===== config.mk =====
export PLATFORM = sky130hd
export DESIGN_NAME = ittw_walk
export DESIGN_NICKNAME = d
export VERILOG_FILES = /design/src/hdl/ittw_pkg.sv /design/src/hdl/ittw_l1c.sv /design/src/hdl/ittw_walk.sv
export SDC_FILE = /design/constraint.sdc
export NUM_CORES = 2
export LEC_CHECK = 0
export ABC_CLOCK_PERIOD_IN_PS = 27000
export BUFFER_PORTS_ARGS = -buffer_cell sky130_fd_sc_hd__buf_2
export CAP_MARGIN = 0
export CORE_MARGIN = 2
export CORE_UTILIZATION = 45
export CTS_BUF_LIST = sky130_fd_sc_hd__clkbuf_2 sky130_fd_sc_hd__clkbuf_4 sky130_fd_sc_hd__clkbuf_8
export CTS_CLUSTER_SIZE = 12
export DETAILED_ROUTE_END_ITERATION = 10
export MAX_ROUTING_LAYER = met4
export PLACE_DENSITY_LB_ADDON = 0.15
export RECOVER_POWER = 100
export SYNTH_ARGS = -nofsm -noshare
export SYNTH_HDL_FRONTEND = slang
export SYNTH_HIERARCHICAL = 1
export SYNTH_SLANG_ARGS = --single-unit
export TNS_END_PERCENT = 30

===== constraint.sdc =====
create_clock -name hclk -period 27 [get_ports hclk]
set_clock_uncertainty 0.15 [all_clocks]
set_input_delay 2.7 -clock hclk [delete_from_list [all_inputs] [get_ports hclk]]
set_output_delay 2.7 -clock hclk [all_outputs]
set_load 0.02 [all_outputs]

===== src/hdl/ittw_pkg.sv =====
// ittw_pkg: register map, field positions, codes and walker states
// assumes one 100 MHz clock domain shared by bus, walker and memory port

package ittw_pkg;

	// ----------------------------------------------------------------
	// register byte offsets
	// ----------------------------------------------------------------
	localparam logic [11:0] R_CTRL = 12'h000; // translator_enable
	localparam logic [11:0] R_STAT = 12'h004; // idle, busy, memory collections
	localparam logic [11:0] R_TYPE = 12'h008; // collection features, read only
	localparam logic [11:0] R_CCAP = 12'h00c; // memory collection capacity
	localparam logic [11:0] R_BASE = 12'h100; // table_base_reg n: lo at +8n, hi at +8n+4
	localparam logic [11:0] R_BASE_MASK = 12'hf00; // region decode for the base registers

	// ----------------------------------------------------------------
	// table_base_reg field positions (64-bit view)
	// ----------------------------------------------------------------
	localparam int BF_VALID = 63; // table valid
	localparam int BF_IND = 62; // two-level select
	localparam int BF_TYPE = 56; // 3-bit table type, read only
	localparam int BF_AHI = 51; // address top bit
	localparam int BF_ADDR = 12; // address bottom bit
	localparam int BF_ESZ = 10; // 2-bit log2(entry bytes) - 3
	localparam int BF_PSZ = 8; // 2-bit page size code
	localparam int BF_SZ = 0; // 8-bit page count minus one

	// ----------------------------------------------------------------
	// level-1 entry, control bits and reset values
	// ----------------------------------------------------------------
	localparam int L1_VALID = 63; // level-1 entry valid
	localparam int L1_ENT_LOG2 = 3; // 64-bit level-1 entries
	localparam int CID_DEF_W = 16; // identifier width when the limit flag is clear
	localparam int CTRL_EN = 0; // enable bit in R_CTRL
	localparam logic CTRL_RST = 1'b0; // translator_enable after reset
	localparam logic [63:0] BASE_RST = 64'h0; // table_base_reg after reset

	// table type codes and walk result codes
	localparam logic [2:0] TT_NONE = 3'h0;
	localparam logic [2:0] TT_DEV = 3'h1;
	localparam logic [2:0] TT_VPE = 3'h2;
	localparam logic [2:0] TT_COLL = 3'h4;
	localparam logic [1:0] RS_OK = 2'h0; // resp_addr holds the entry address
	localparam logic [1:0] RS_INT = 2'h1; // collection held inside the device
	localparam logic [1:0] RS_DISC = 2'h2; // write discarded
	localparam logic [1:0] RS_ERR = 2'h3; // no access possible

	typedef enum logic [1:0] {S_IDLE, S_CHK, S_LOOK, S_WAIT} ittw_st_t;

	// page size code to log2 of bytes; the spare code reads as the largest page
	function automatic logic [4:0] ittw_pg_log2(input logic [1:0] c);
		return (c == 2'h0) ? 5'h0c : (c == 2'h1) ? 5'h0e : 5'h10;
	endfunction : ittw_pg_log2

endpackage : ittw_pkg


===== src/hdl/ittw_l1c.sv =====
// ittw_l1c: storage of the level-1 entry cache, one write and one read port
// assumes the caller keeps per-line valid bits; read data come one cycle late
`timescale 1ns/1ps
`default_nettype none

module ittw_l1c #(
	parameter int W = 76, // tag plus level-2 address
	parameter int D = 8, // lines
	parameter int AW = 3 // line index width
)(
	input wire logic clk, // walker clock
	input wire logic we, // write strobe
	input wire logic [AW-1:0] waddr, // write line
	input wire logic [W-1:0] wdata, // write word
	input wire logic [AW-1:0] raddr, // read line
	output logic [W-1:0] rdata // registered read word
);
	logic [W-1:0] mem [D];

	// ----------------------------------------------------------------
	// array and output register
	// ----------------------------------------------------------------
	// no reset on data: the owner's valid bits say what is meaningful
	always_ff @(posedge clk) begin
		if (we) begin
			mem[waddr] <= wdata;
		end
		rdata <= mem[raddr];
	end

endmodule : ittw_l1c
`default_nettype wire


===== src/hdl/ittw_walk.sv =====
// ittw_walk: table base registers, translator control and table walker
// assumes an AHB-Lite master on hclk, requests and memory data from hclk logic
`timescale 1ns/1ps
`default_nettype none

// Notes on behaviour
// - two-level select in each base register chooses flat or two-level walk.
// - level-1 entries are read as 64-bit words.
// - level-1 bit 63 says whether its address points to a level-2 table.
// - level-2 base sits in bits 51 to N; bits 62-52 and below N reserved.
// - level-1 index is identifier divided by entries per page.
// - invalid level-1 entry, non-collection table: writes are discarded silently.
// - invalid level-1 entry, collection at or above internal count: writes discarded.
// - disabled and idle: no table memory access at all.
// - enabled or busy: never touch a table whose base is invalid in the S_CHK cycle.
// - invalid level-1 entries are never cached.
// - memory collections exist only if some base register has collection type.
// - collection capacity is computed from pages, page size and entry size.
// - collections below the internal count live inside, higher ones in memory.
// - internal count zero means every collection lives in memory.
// - identifier width is 16, or the width field plus one when the limit flag is set.
// - device table is indexed by device id; entry layout is kept by software.
// - every table access goes to the non-secure address space.
module ittw_walk import ittw_pkg::*; #(
	parameter int NT = 4, // number of table base registers, at least two
	parameter logic [3*NT-1:0] TYPES = {TT_NONE, TT_VPE, TT_COLL, TT_DEV}, // type per base
	parameter logic [7:0] HCC = 8'h04, // internal_collection_count
	parameter logic CIL = 1'b0, // collection_id_limit_flag
	parameter logic [3:0] CIDW = 4'hf, // collection_id_width minus one
	parameter int CD = 8 // level-1 cache lines, a power of two
)(
	input wire logic hclk, // bus and walker clock
	input wire logic hresetn, // asynchronous reset, active low
	input wire logic hsel, // slave select
	input wire logic [11:0] haddr, // byte address
	input wire logic [1:0] htrans, // transfer type
	input wire logic hwrite, // write not read
	input wire logic [2:0] hsize, // only word transfers are expected
	input wire logic [31:0] hwdata, // write data
	input wire logic hready, // bus ready
	output logic hreadyout, // never inserts wait states
	output logic hresp, // always OKAY
	output logic [31:0] hrdata, // read data
	input wire logic req_valid, // walk request
	output logic req_ready, // walker can take a request
	input wire logic [$clog2(NT)-1:0] req_table, // which base register
	input wire logic [31:0] req_id, // device, collection or vPE identifier
	input wire logic req_write, // walk on behalf of a table write
	output logic resp_valid, // one-cycle result pulse
	output logic [1:0] resp_status, // RS_* code
	output logic [51:0] resp_addr, // entry address when RS_OK
	output logic mem_req, // one-cycle level-1 read pulse
	output logic [51:0] mem_addr, // level-1 entry address
	output logic mem_nonsecure, // address space of table accesses
	input wire logic mem_rvalid, // read data valid
	input wire logic [63:0] mem_rdata, // level-1 entry
	output logic translator_idle_flag // disabled and no walk in progress
);
	localparam int TW = $clog2(NT);
	localparam int CIW = $clog2(CD);
	localparam int CWW = TW + 32 + (BF_AHI - BF_ADDR + 1);

	typedef struct packed {
		logic en; // translator_enable
		logic [NT-1:0][63:0] base; // table_base_reg, type bits overlaid on read
		logic dwr; // write data phase pending
		logic [11:0] da; // data phase address
		logic [31:0] rdata; // bus read data
		logic hrdy; // bus ready
		logic hrsp; // bus response
		ittw_st_t st; // walk state
		logic [TW-1:0] tbl; // table of the walk
		logic [31:0] id; // identifier of the walk
		logic wr; // walk is for a write
		logic rv; // result pulse
		logic [1:0] rst; // result code
		logic [51:0] addr; // result address
		logic mreq; // memory read pulse
		logic [51:0] maddr; // memory address
		logic ns; // non-secure marker
		logic rdy; // request ready
		logic idle; // quiescent flag
		logic [CD-1:0] cv; // cache line valid bits
	} ittw_s_t;

	localparam ittw_s_t S_RST = '{
		en: CTRL_RST, base: {NT{BASE_RST}}, dwr: 1'b0, da: 12'h000, rdata: 32'h0,
		hrdy: 1'b1, hrsp: 1'b0, st: S_IDLE, tbl: '0, id: 32'h0, wr: 1'b0,
		rv: 1'b0, rst: RS_OK, addr: 52'h0, mreq: 1'b0, maddr: 52'h0,
		ns: 1'b1, rdy: 1'b0, idle: 1'b1, cv: '0
	};

	ittw_s_t s;
	ittw_s_t n;

	// ----------------------------------------------------------------
	// helpers
	// ----------------------------------------------------------------
	function automatic logic is_base(input logic [11:0] a);
		return ((a & R_BASE_MASK) == R_BASE) && (32'(a[7:3]) < NT);
	endfunction : is_base

	// type field always shows the built-in type, whatever software wrote
	function automatic logic [63:0] bview(input logic [63:0] r, input logic [2:0] t);
		logic [63:0] v;
		v = r;
		v[BF_TYPE +: 3] = t;
		return v;
	endfunction : bview

	function automatic logic [31:0] ccap_f(input logic [63:0] b);
		logic [4:0] pl;
		logic [4:0] el;
		logic [39:0] c;
		pl = ittw_pg_log2(b[BF_PSZ +: 2]);
		el = 5'(L1_ENT_LOG2) + 5'(b[BF_ESZ +: 2]);
		c = 40'(b[BF_SZ +: 8]) + 40'h1;
		if (b[BF_IND]) begin
			c = c << (pl - 5'(L1_ENT_LOG2) + pl - el);
		end else begin
			c = c << (pl - el);
		end
		// saturate: a huge two-level table cannot be shown in one word
		return (c[39:32] != 8'h00) ? 32'hffff_ffff : c[31:0];
	endfunction : ccap_f

	// ----------------------------------------------------------------
	// walk arithmetic for the table of the walk in progress
	// ----------------------------------------------------------------
	logic [63:0] tb;
	logic [2:0] ty;
	logic [4:0] pl;
	logic [4:0] el;
	logic [4:0] pe;
	logic [4:0] cw;
	logic [31:0] l1i;
	logic [31:0] sz1;
	logic [31:0] flim;
	logic [31:0] llim;
	logic [51:0] tabase;
	logic [51:0] off;
	logic [11:0] off_lo;
	logic [51:0] l1a;
	logic [39:0] l2mask;
	logic [39:0] l2f;
	logic cid_bad;
	logic below_hcc;
	logic [CIW-1:0] ci;
	logic [TW+31:0] tag;
	logic [CWW-1:0] c_rd;
	logic c_hit;

	assign tb = s.base[s.tbl];
	assign ty = TYPES[3*s.tbl +: 3];
	assign pl = ittw_pg_log2(tb[BF_PSZ +: 2]);
	assign el = 5'(L1_ENT_LOG2) + 5'(tb[BF_ESZ +: 2]);
	assign pe = pl - el;
	assign tabase = 52'(tb[BF_AHI:BF_ADDR]) << BF_ADDR;
	assign sz1 = 32'(tb[BF_SZ +: 8]) + 32'h1;
	assign flim = sz1 << pe;
	// level-1 pages hold page size / 8 pointers
	assign llim = sz1 << (pl - 5'(L1_ENT_LOG2));
	assign l1i = s.id >> pe;
	assign off = 52'(s.id & ((32'h1 << pe) - 32'h1)) << el;
	assign off_lo = off[11:0];
	assign l1a = tabase + (52'(l1i) << L1_ENT_LOG2);
	// bits below the page size are reserved in the entry and dropped here
	assign l2mask = ~((40'h1 << (pl - 5'(BF_ADDR))) - 40'h1);
	assign l2f = mem_rdata[BF_AHI:BF_ADDR] & l2mask;
	assign cw = CIL ? 5'(CIDW) + 5'h1 : 5'(CID_DEF_W);
	assign cid_bad = (ty == TT_COLL) && ((s.id >> cw) != 32'h0);
	assign below_hcc = s.id < 32'(HCC);
	assign ci = l1i[CIW-1:0];
	assign tag = {s.tbl, l1i};
	assign c_hit = s.cv[ci] && (c_rd[CWW-1 -: TW+32] == tag);

	// ----------------------------------------------------------------
	// level-1 cache storage
	// ----------------------------------------------------------------
	logic cwe;

	ittw_l1c #(.W(CWW), .D(CD), .AW(CIW)) u_l1c (
		.clk(hclk),
		.we(cwe),
		.waddr(ci),
		.wdata({tag, l2f}),
		.raddr(ci),
		.rdata(c_rd)
	);

	// ----------------------------------------------------------------
	// next state: walker, bus writes, bus reads
	// ----------------------------------------------------------------
	logic ap;
	logic cmem;
	logic [31:0] ccap;
	logic [63:0] bw;

	always_comb begin
		n = s;
		cwe = 1'b0;
		cmem = 1'b0;
		ccap = 32'h0;
		bw = 64'h0;
		ap = hsel && htrans[1] && hready;
		n.rv = 1'b0;
		n.mreq = 1'b0;
		n.ns = 1'b1;
		n.hrdy = 1'b1;
		n.hrsp = 1'b0;
		// walker: a request is only ever taken while enabled
		unique case (s.st)
			S_IDLE: begin
				if (req_valid && s.rdy) begin
					n.tbl = req_table;
					n.id = req_id;
					n.wr = req_write;
					n.st = S_CHK;
				end
			end
			S_CHK: begin
				n.st = S_IDLE;
				n.rv = 1'b1;
				n.rst = RS_ERR;
				n.addr = 52'h0;
				if (!tb[BF_VALID] || (ty == TT_NONE) || cid_bad) begin
					n.rst = RS_ERR;
				end else if ((ty == TT_COLL) && below_hcc) begin
					n.rst = RS_INT;
				end else if (!tb[BF_IND]) begin
					if (s.id < flim) begin
						n.rst = RS_OK;
						n.addr = tabase + off;
					end
				end else if (l1i < llim) begin
					n.rv = 1'b0;
					n.st = S_LOOK;
				end
			end
			S_LOOK: begin
				if (c_hit) begin
					n.st = S_IDLE;
					n.rv = 1'b1;
					n.rst = RS_OK;
					n.addr = (52'(c_rd[BF_AHI-BF_ADDR:0]) << BF_ADDR) + off;
				end else begin
					n.mreq = 1'b1;
					n.maddr = l1a;
					n.st = S_WAIT;
				end
			end
			S_WAIT: begin
				if (mem_rvalid) begin
					n.st = S_IDLE;
					n.rv = 1'b1;
					if (mem_rdata[L1_VALID]) begin
						cwe = 1'b1;
						n.cv[ci] = 1'b1;
						n.rst = RS_OK;
						n.addr = (52'(l2f) << BF_ADDR) + off;
					end else if (s.wr && (ty != TT_COLL)) begin
						n.rst = RS_DISC;
					end else if (s.wr && !below_hcc) begin
						n.rst = RS_DISC;
					end else begin
						n.rst = RS_ERR;
					end
				end
			end
		endcase
		// bus write data phase; any base change or disable empties the cache
		if (s.dwr) begin
			if (s.da == R_CTRL) begin
				n.en = hwdata[CTRL_EN];
			end else if (is_base(s.da)) begin
				if (s.da[2]) begin
					n.base[s.da[3 +: TW]][63:32] = hwdata;
				end else begin
					n.base[s.da[3 +: TW]][31:0] = hwdata;
				end
				n.cv = '0;
			end
		end
		if (!n.en) begin
			n.cv = '0;
		end
		n.rdy = (n.st == S_IDLE) && n.en;
		n.idle = !n.en && (n.st == S_IDLE);
		// lowest collection-type base sets the memory capacity
		for (int i = NT - 1; i >= 0; i--) begin
			if (TYPES[3*i +: 3] == TT_COLL) begin
				cmem = 1'b1;
				ccap = ccap_f(n.base[i]);
			end
		end
		// address phase: capture, and read from the already-updated copy
		n.dwr = ap && hwrite;
		n.da = haddr;
		n.rdata = 32'h0;
		if (ap && !hwrite) begin
			if (haddr == R_CTRL) begin
				n.rdata = 32'(n.en);
			end else if (haddr == R_STAT) begin
				n.rdata = {29'h0, cmem, n.st != S_IDLE, n.idle};
			end else if (haddr == R_TYPE) begin
				n.rdata = {18'h0, cmem, CIDW, CIL, HCC};
			end else if (haddr == R_CCAP) begin
				n.rdata = ccap;
			end else if (is_base(haddr)) begin
				bw = bview(n.base[haddr[3 +: TW]], TYPES[3*haddr[3 +: TW] +: 3]);
				n.rdata = haddr[2] ? bw[63:32] : bw[31:0];
			end
		end
	end

	// ----------------------------------------------------------------
	// state register
	// ----------------------------------------------------------------
	always_ff @(posedge hclk or negedge hresetn) begin
		if (!hresetn) begin
			s <= S_RST;
		end else begin
			s <= n;
		end
	end

	assign hreadyout = s.hrdy;
	assign hresp = s.hrsp;
	assign hrdata = s.rdata;
	assign req_ready = s.rdy;
	assign resp_valid = s.rv;
	assign resp_status = s.rst;
	assign resp_addr = s.addr;
	assign mem_req = s.mreq;
	assign mem_addr = s.maddr;
	assign mem_nonsecure = s.ns;
	assign translator_idle_flag = s.idle;

	// ----------------------------------------------------------------
	// assertions
	// ----------------------------------------------------------------
	logic req_bvalid;
	logic req_flat;
	assign req_bvalid = s.base[req_table][BF_VALID];
	assign req_flat = !s.base[req_table][BF_IND] && (TYPES[3*req_table +: 3] == TT_DEV);
endmodule : ittw_walk
`default_nettype wire


# Word-level counts from Yosys, hierarchy flattened
# Memory sizes are Yosys's and may differ from the RTL's. A register that Yosys moved wholly into a read port is not among the register bits.
# Cells that the tools add are included.
dict set report classes {
  add_sub_neg 17
  mul 2
  n_div 0
  magnitude_cmp 11
  eq_ne 16
  shift 10
  muxes 71
  n_bitwise 5
  n_reduce_logical 37
}
# op count
set op_table {}
lappend op_table {{$mux W256} 3}
lappend op_table {{$bwmux W256} 2}
lappend op_table {{$mux W32} 9}
lappend op_table {{$mux W257} 1}
lappend op_table {{$bmux W64 S2} 2}
lappend op_table {{$demux W64 S2} 2}
lappend op_table {{$mux W64} 3}
lappend op_table {{$pmux W55 S3} 1}
lappend op_table {{$add A52 B52 Y52} 3}
lappend op_table {{$mux W52} 3}
lappend op_table {{$mux W55} 2}
lappend op_table {{$mux W54} 2}
lappend op_table {{$mux W53} 2}
lappend op_table {{$shl A9 B5 Y40} 2}
lappend op_table {{$lt A32 B32 Y1} 2}
lappend op_table {{$shl A9 B5 Y32} 2}
lappend op_table {{$mux W8} 7}
lappend op_table {{$add A52 B35 Y52} 1}
lappend op_table {{$and A32 B52 Y52} 1}
lappend op_table {{$shl A1 B5 Y52 const A} 1}
lappend op_table {{$shl A52 B3 Y52} 1}
lappend op_table {{$sub A52 B1 Y52 const B} 1}
lappend op_table {{$and A40 B40 Y40} 1}
lappend op_table {{$mux W40} 1}
lappend op_table {{other kinds (49)} 114}
dict set report word_totals {
  regBits 457
  latchBits 0
  mem_bits_rw 592
  romBits 0
  in_bits 155
  wordCells 190
  mem_count 1
}
# name depth word_bits rd rd_clocked_by_memory_dff write_ports line
set mem_list {}
lappend mem_list {u_l1c.mem 8 74 1 1 1 ittw_l1c.sv:18} ;# logic [W-1:0] mem [D];

# Logic depth before layout (Yosys ltp)
dict set report depth {
  ltp_word 24
  mapped_depth 37
  mapped_depth_nobuf 29
}

# By module
# The synthesis kept the hierarchy.
# mod instances cells_each area_per_inst_um2 seq_area_each_um2
set modules_own_cells {}
lappend modules_own_cells {ittw_walk 1 3459 34145.2 11061.9}
lappend modules_own_cells {ittw_l1c 1 942 23747.8 19258.5}

# Worst setup path before layout
# Ideal clock, no wire load.
dict set report synth_path {
  kind {reg-to-reg}
  startpoint {reg s[153] (netlist name)}
  endpoint {mem u_l1c/mem[4][0] (netlist name) (enable)}
  setup_time_ns 0.597
  arrival_ns 9.064
  t_required_ns 26.253
  slack_ns 17.189
  stages_incl_launch_ff 18
  cell_sequence {dfrtp_1 buf_2 mux4_2 buf_2 buf_2 inv_1 clkbuf_1 buf_1 ha_1 clkbuf_1 a32o_1 buf_2 nor4_1 nor2_1 nand3_1 inv_1 nand2_1 nor3_1}
}
dict set report synth_between {
  elab_chain_cells 7
}
# element line
set synth_rtl {}
lappend synth_rtl {{start, declared} ittw_walk.sv:93} ;# ittw_s_t s;
lappend synth_rtl {{start signal, assigned} ittw_walk.sv:323} ;# s <= n;
lappend synth_rtl {{$bmux W64 S2 *} ittw_walk.sv:153} ;# assign tb = s.base[s.tbl];
lappend synth_rtl {{$mux W64 (not written as such) *} ittw_walk.sv:153}
lappend synth_rtl {{$eq A2 B1 Y1} ittw_pkg.sv:52} ;# return (c == 2'h0) ? 5'h0c : (c == 2'h1) ? 5'h0e : 5'h10;
lappend synth_rtl {{$mux W5 (2 in a row)} ittw_pkg.sv:52}
lappend synth_rtl {{$sub A5 B3 Y5 *} ittw_walk.sv:157} ;# assign pe = pl - el;
lappend synth_rtl {{$shr A32 B5 Y32 *} ittw_walk.sv:163} ;# assign l1i = s.id >> pe;
lappend synth_rtl {{end, declared} ittw_l1c.sv:18}
# Mark *: on every way between the ends. The rest lies on a longest branch, timed or not. The select of a mux whose other input is x is not followed.

# Worst setup path after layout
dict set report layout_path {
  startpoint {reg s[152] (netlist name)}
  endpoint {mem u_l1c/mem[2][11] (netlist name) (enable)}
}
# Same word-level chain as after synthesis.

==> results_dict.tcl <==
set metrics [dict create \
    setup_viol 0 \
    worst_slew_pin_slew_ns 8.82 \
    internal-power_uw 2910 \
    synth.cell_area_um2 57900 \
    overflow 0 \
    boundaryPins 300 \
    maxSlewViolCount 1855 \
    fp.coreArea_um2 128000 \
    power_leakage_uw 0.0249 \
    rr_worst_depth 13 \
    insertion_delay_ns 0.97 \
    yosysUniqueCellTypes 98 \
    crit_arrival_ns 16.84 \
    num_vias 38127 \
    synth-async-reset-ratio_pct 39.9 \
    htree_levels 4 \
    crit_slowest_cell "clkbuf_1" \
    n_fill_cell 11169 \
    fin_total_pwr_uw 3980 \
    crit_top_cell "clkbuf_1" \
    yosysSeqAreaShare_pct 52.4 \
    cts-root-buf "clkbuf_8" \
    post_drt_wl_per_cell_um 26.5 \
    post-route-period-util_pct 62.5 \
    num-nets-final 4955 \
    drive_gt1_share_pct 20.5 \
    hold_buffers 0 \
    slowest_delay_ns 2.53 \
    grt_setup_unrepaired "false" \
    dpl.cell_count 6101 \
    clock_path_buffers 3 \
    yosysTopAreaCell "edfxtp_1" \
    p_per_area_nw_per_um2 62.4 \
    status "finished with violations" \
    r2r_slack_ns 10.14 \
    grt_antenna_before_repair 19 \
    p_sw_uw 1070 \
    violations "capacitance limit, slew limit" \
    r2r_start "s[152]" \
    whs_path_depth 1 \
    ys_top_cells_by_area "edfxtp_1 31%, dfrtp_1 19%, mux4_2 10%" \
    wl_um 171000 \
    first_iter_violations 3368 \
    post_drt_via_cell_ratio 5.90 \
    pwr-share-seq_pct 47.8 \
    end_kind "flip-flop" \
    syn_area_per_cell_um2 13.2 \
    p_comb_share_pct 11.3 \
    synth_edf_count 592 \
    synth_ff_type "edfxtp_1" \
    postSynthCellCount 4401 \
    place.gp.congestion 0.930 \
    fin_ws_ns 10.14 \
    synth_commonest_cells "592 x edfxtp_1, 441 x dfrtp_1, 381 x mux2_2" \
    maxCapViolCount 45 \
    synth.most_common_cell "edfxtp_1" \
    area_delta_synth_final_pct 10.1 \
    setup_tns_ns 0 \
    synth-seq-cells 1108 \
    cp-start-kind "flip-flop" \
    rows 131 \
    cts_tree "built" \
    worst_r2r_endpoint "u_l1c/mem[2][11]" \
    initial_utilization_pct 45.3 \
    firstDrtPassIters 6 \
    dp_hpwl_um 116000 \
    port_buffers 266 \
    clock_power_share_pct 40.9 \
    place_ws_ns 16.81 \
    irDropWorstVdd_mv 0.0533 \
    min_from "mem_addr[18]" \
    whs_ns 0.330 \
    grt_pass1_wl_um 252000 \
    grt_max_degree 168 \
    cts_buffers 186 \
    clkSinkCount 1108 \
    die_height_um 363 \
    clkTransAtPathRegs_ns 0.06 \
    cts_setup_buffers 0 \
    synth_warnings 6 \
    ctsResizeCount 0 \
    hold_viol 0 \
    ant_nets 0 \
    max_freq_ghz 0.0593 \
    crit_chain "clkbuf_1, mux4_2, mux2i_1, a221o_1, nand2_1, clkbuf_1, a311oi_1, and2_0, clkbuf_1, clkbuf_1, nand2b_1, nor2_4, clkbuf_1" \
    finalCriticalPeriod_ns 16.86 \
    drc_errors 0 \
    cp_max_fo 44 \
    slew_headroom_pct -488 \
    fp.dieArea_um2 132000 \
    hp-class "flip-flop to flip-flop" \
    synth_top_area_share_pct 30.7 \
    switching_share_pct 26.8 \
    layout.cells.non_filler 6461 \
    hold_end "mem_addr[18]" \
    grt_pass1_vias 37832 \
    grt_usage_pct 26.7 \
    critPathRequiredTime_ns 26.98 \
    die_w_um 363 \
    criticalPathCategory "flip-flop to flip-flop" \
]
==> worst max-delay path, delay by kind of cell (launching register included) <==
family / cells / cell delay, ns
compound gates: 2 / 1.52
mux: 2 / 1.64
buf+inv: 5 / 8.81
flops: 1 / 1.43
simple gates: 4 / 2.36
==> registers in the layout, summed over array words and instances, names as in the netlist <==
signal / count
translator_idle_flag: 1
resp_status: 2
u_l1c/mem: 592
mem_req: 1
resp_addr: 52
s: 303
req_ready: 1
resp_valid: 1
u_l1c/rdata: 74
mem_addr: 49
hrdata: 32
==> worst max path at each step <==
stage,to,depth (start not counted),start,slack (ns)
after floorplan,u_l1c/mem[4][0],17,s[153],17.19
after global placement,resp_addr[42],28,s[153],16.85
after detailed placement,resp_addr[42],28,s[153],16.81
after CTS,resp_addr[42],28,s[153],16.73
after global routing,s[233],3,hresetn,8.12
final,u_l1c/mem[2][11],13,s[152],10.14
==> layer usage <==
| metal | vias up | routed length, um | GRT usage (%) | part of all wire (%) |
|---|---|---|---|---|
| li1 | 17148 | - | - | - |
| met4 | 0 | 4320 | 7.38 | 2.5 |
| met5 | - | 0 | - | 0 |
| met3 | 206 | 11300 | 5.08 | 6.6 |
| met1 | 19550 | 75700 | 36.5 | 44 |
| met2 | 1223 | 80000 | 41.1 | 47 |
==> per-stage QoR <==
stage	util, %	area (um2)
after global placement	47.1	60200
after detailed placement	47.1	60200
after global routing	49.9	63700
after floorplan	-	58300
after CTS	50.4	64300
final	49.9	63800
==> cell type report <==
cell class,count,area (um2),share of cell area (%)
flip-flops and latches,1108,30300,47.6
multi-input cells,2899,25400,39.8
clock buffers,290,3550,5.56
well taps,1662,2080,3.26
repair buffers,343,1470,2.31
clock inverters,56,589,0.924
inverters,89,340,0.534
diodes,14,35.0,0.0549
==> kinds of logic (layout without fill, tap and decap cells) <==
kind of cell	after synthesis	count (layout)	share of synthesized area [%]
flops	1108	1108	52.4
compound gates	839	839	9.50
simple gates	834	834	7.11
mux	780	780	20.1
buf+inv	491	778	4.45
fa+ha+maj	174	174	3.82
xor+xnor	173	173	2.65
other cells	2	113	0.0130
==> cell usage in the layout, fill, tap and decap left out, types with 18 or more instances in the layout <==
cell type,instances
mux2i_1,89
nand2b_1,45
o21a_1,39
buf_2,59
ha_1,168
clkinv_1,18
dfxtp_1,74
nor4_1,24
xnor2_1,107
dfrtp_1,441
clkbuf_4,71
mux4_2,260
and2_1,18
clkbuf_8,219
a21oi_1,216
and3_1,33
nand3_1,84
o21ai_0,175
edfxtp_1,592
inv_1,83
a211oi_1,27
mux2_2,257
xor2_1,64
nor2_1,209
clkbuf_1,255
a22oi_1,20
o211ai_1,53
nand2_1,208
nand4_1,28
a31oi_1,38
buf_4,29
nor2b_1,32
a21o_1,65
nor3_1,54
mux2_1,172
conb_1,99
or3_1,23
==> power by group through the flow <==
stage	Clock, uW	Sequential (uW)	Combinational, uW
global placement	0	1930	460
global route	1740	1910	488
CTS	1660	1900	464
floorplan	0	1900	344
detailed placement	0	1930	462
finish	1620	1900	451
No activity file was read; power rests on OpenSTA's default activity.
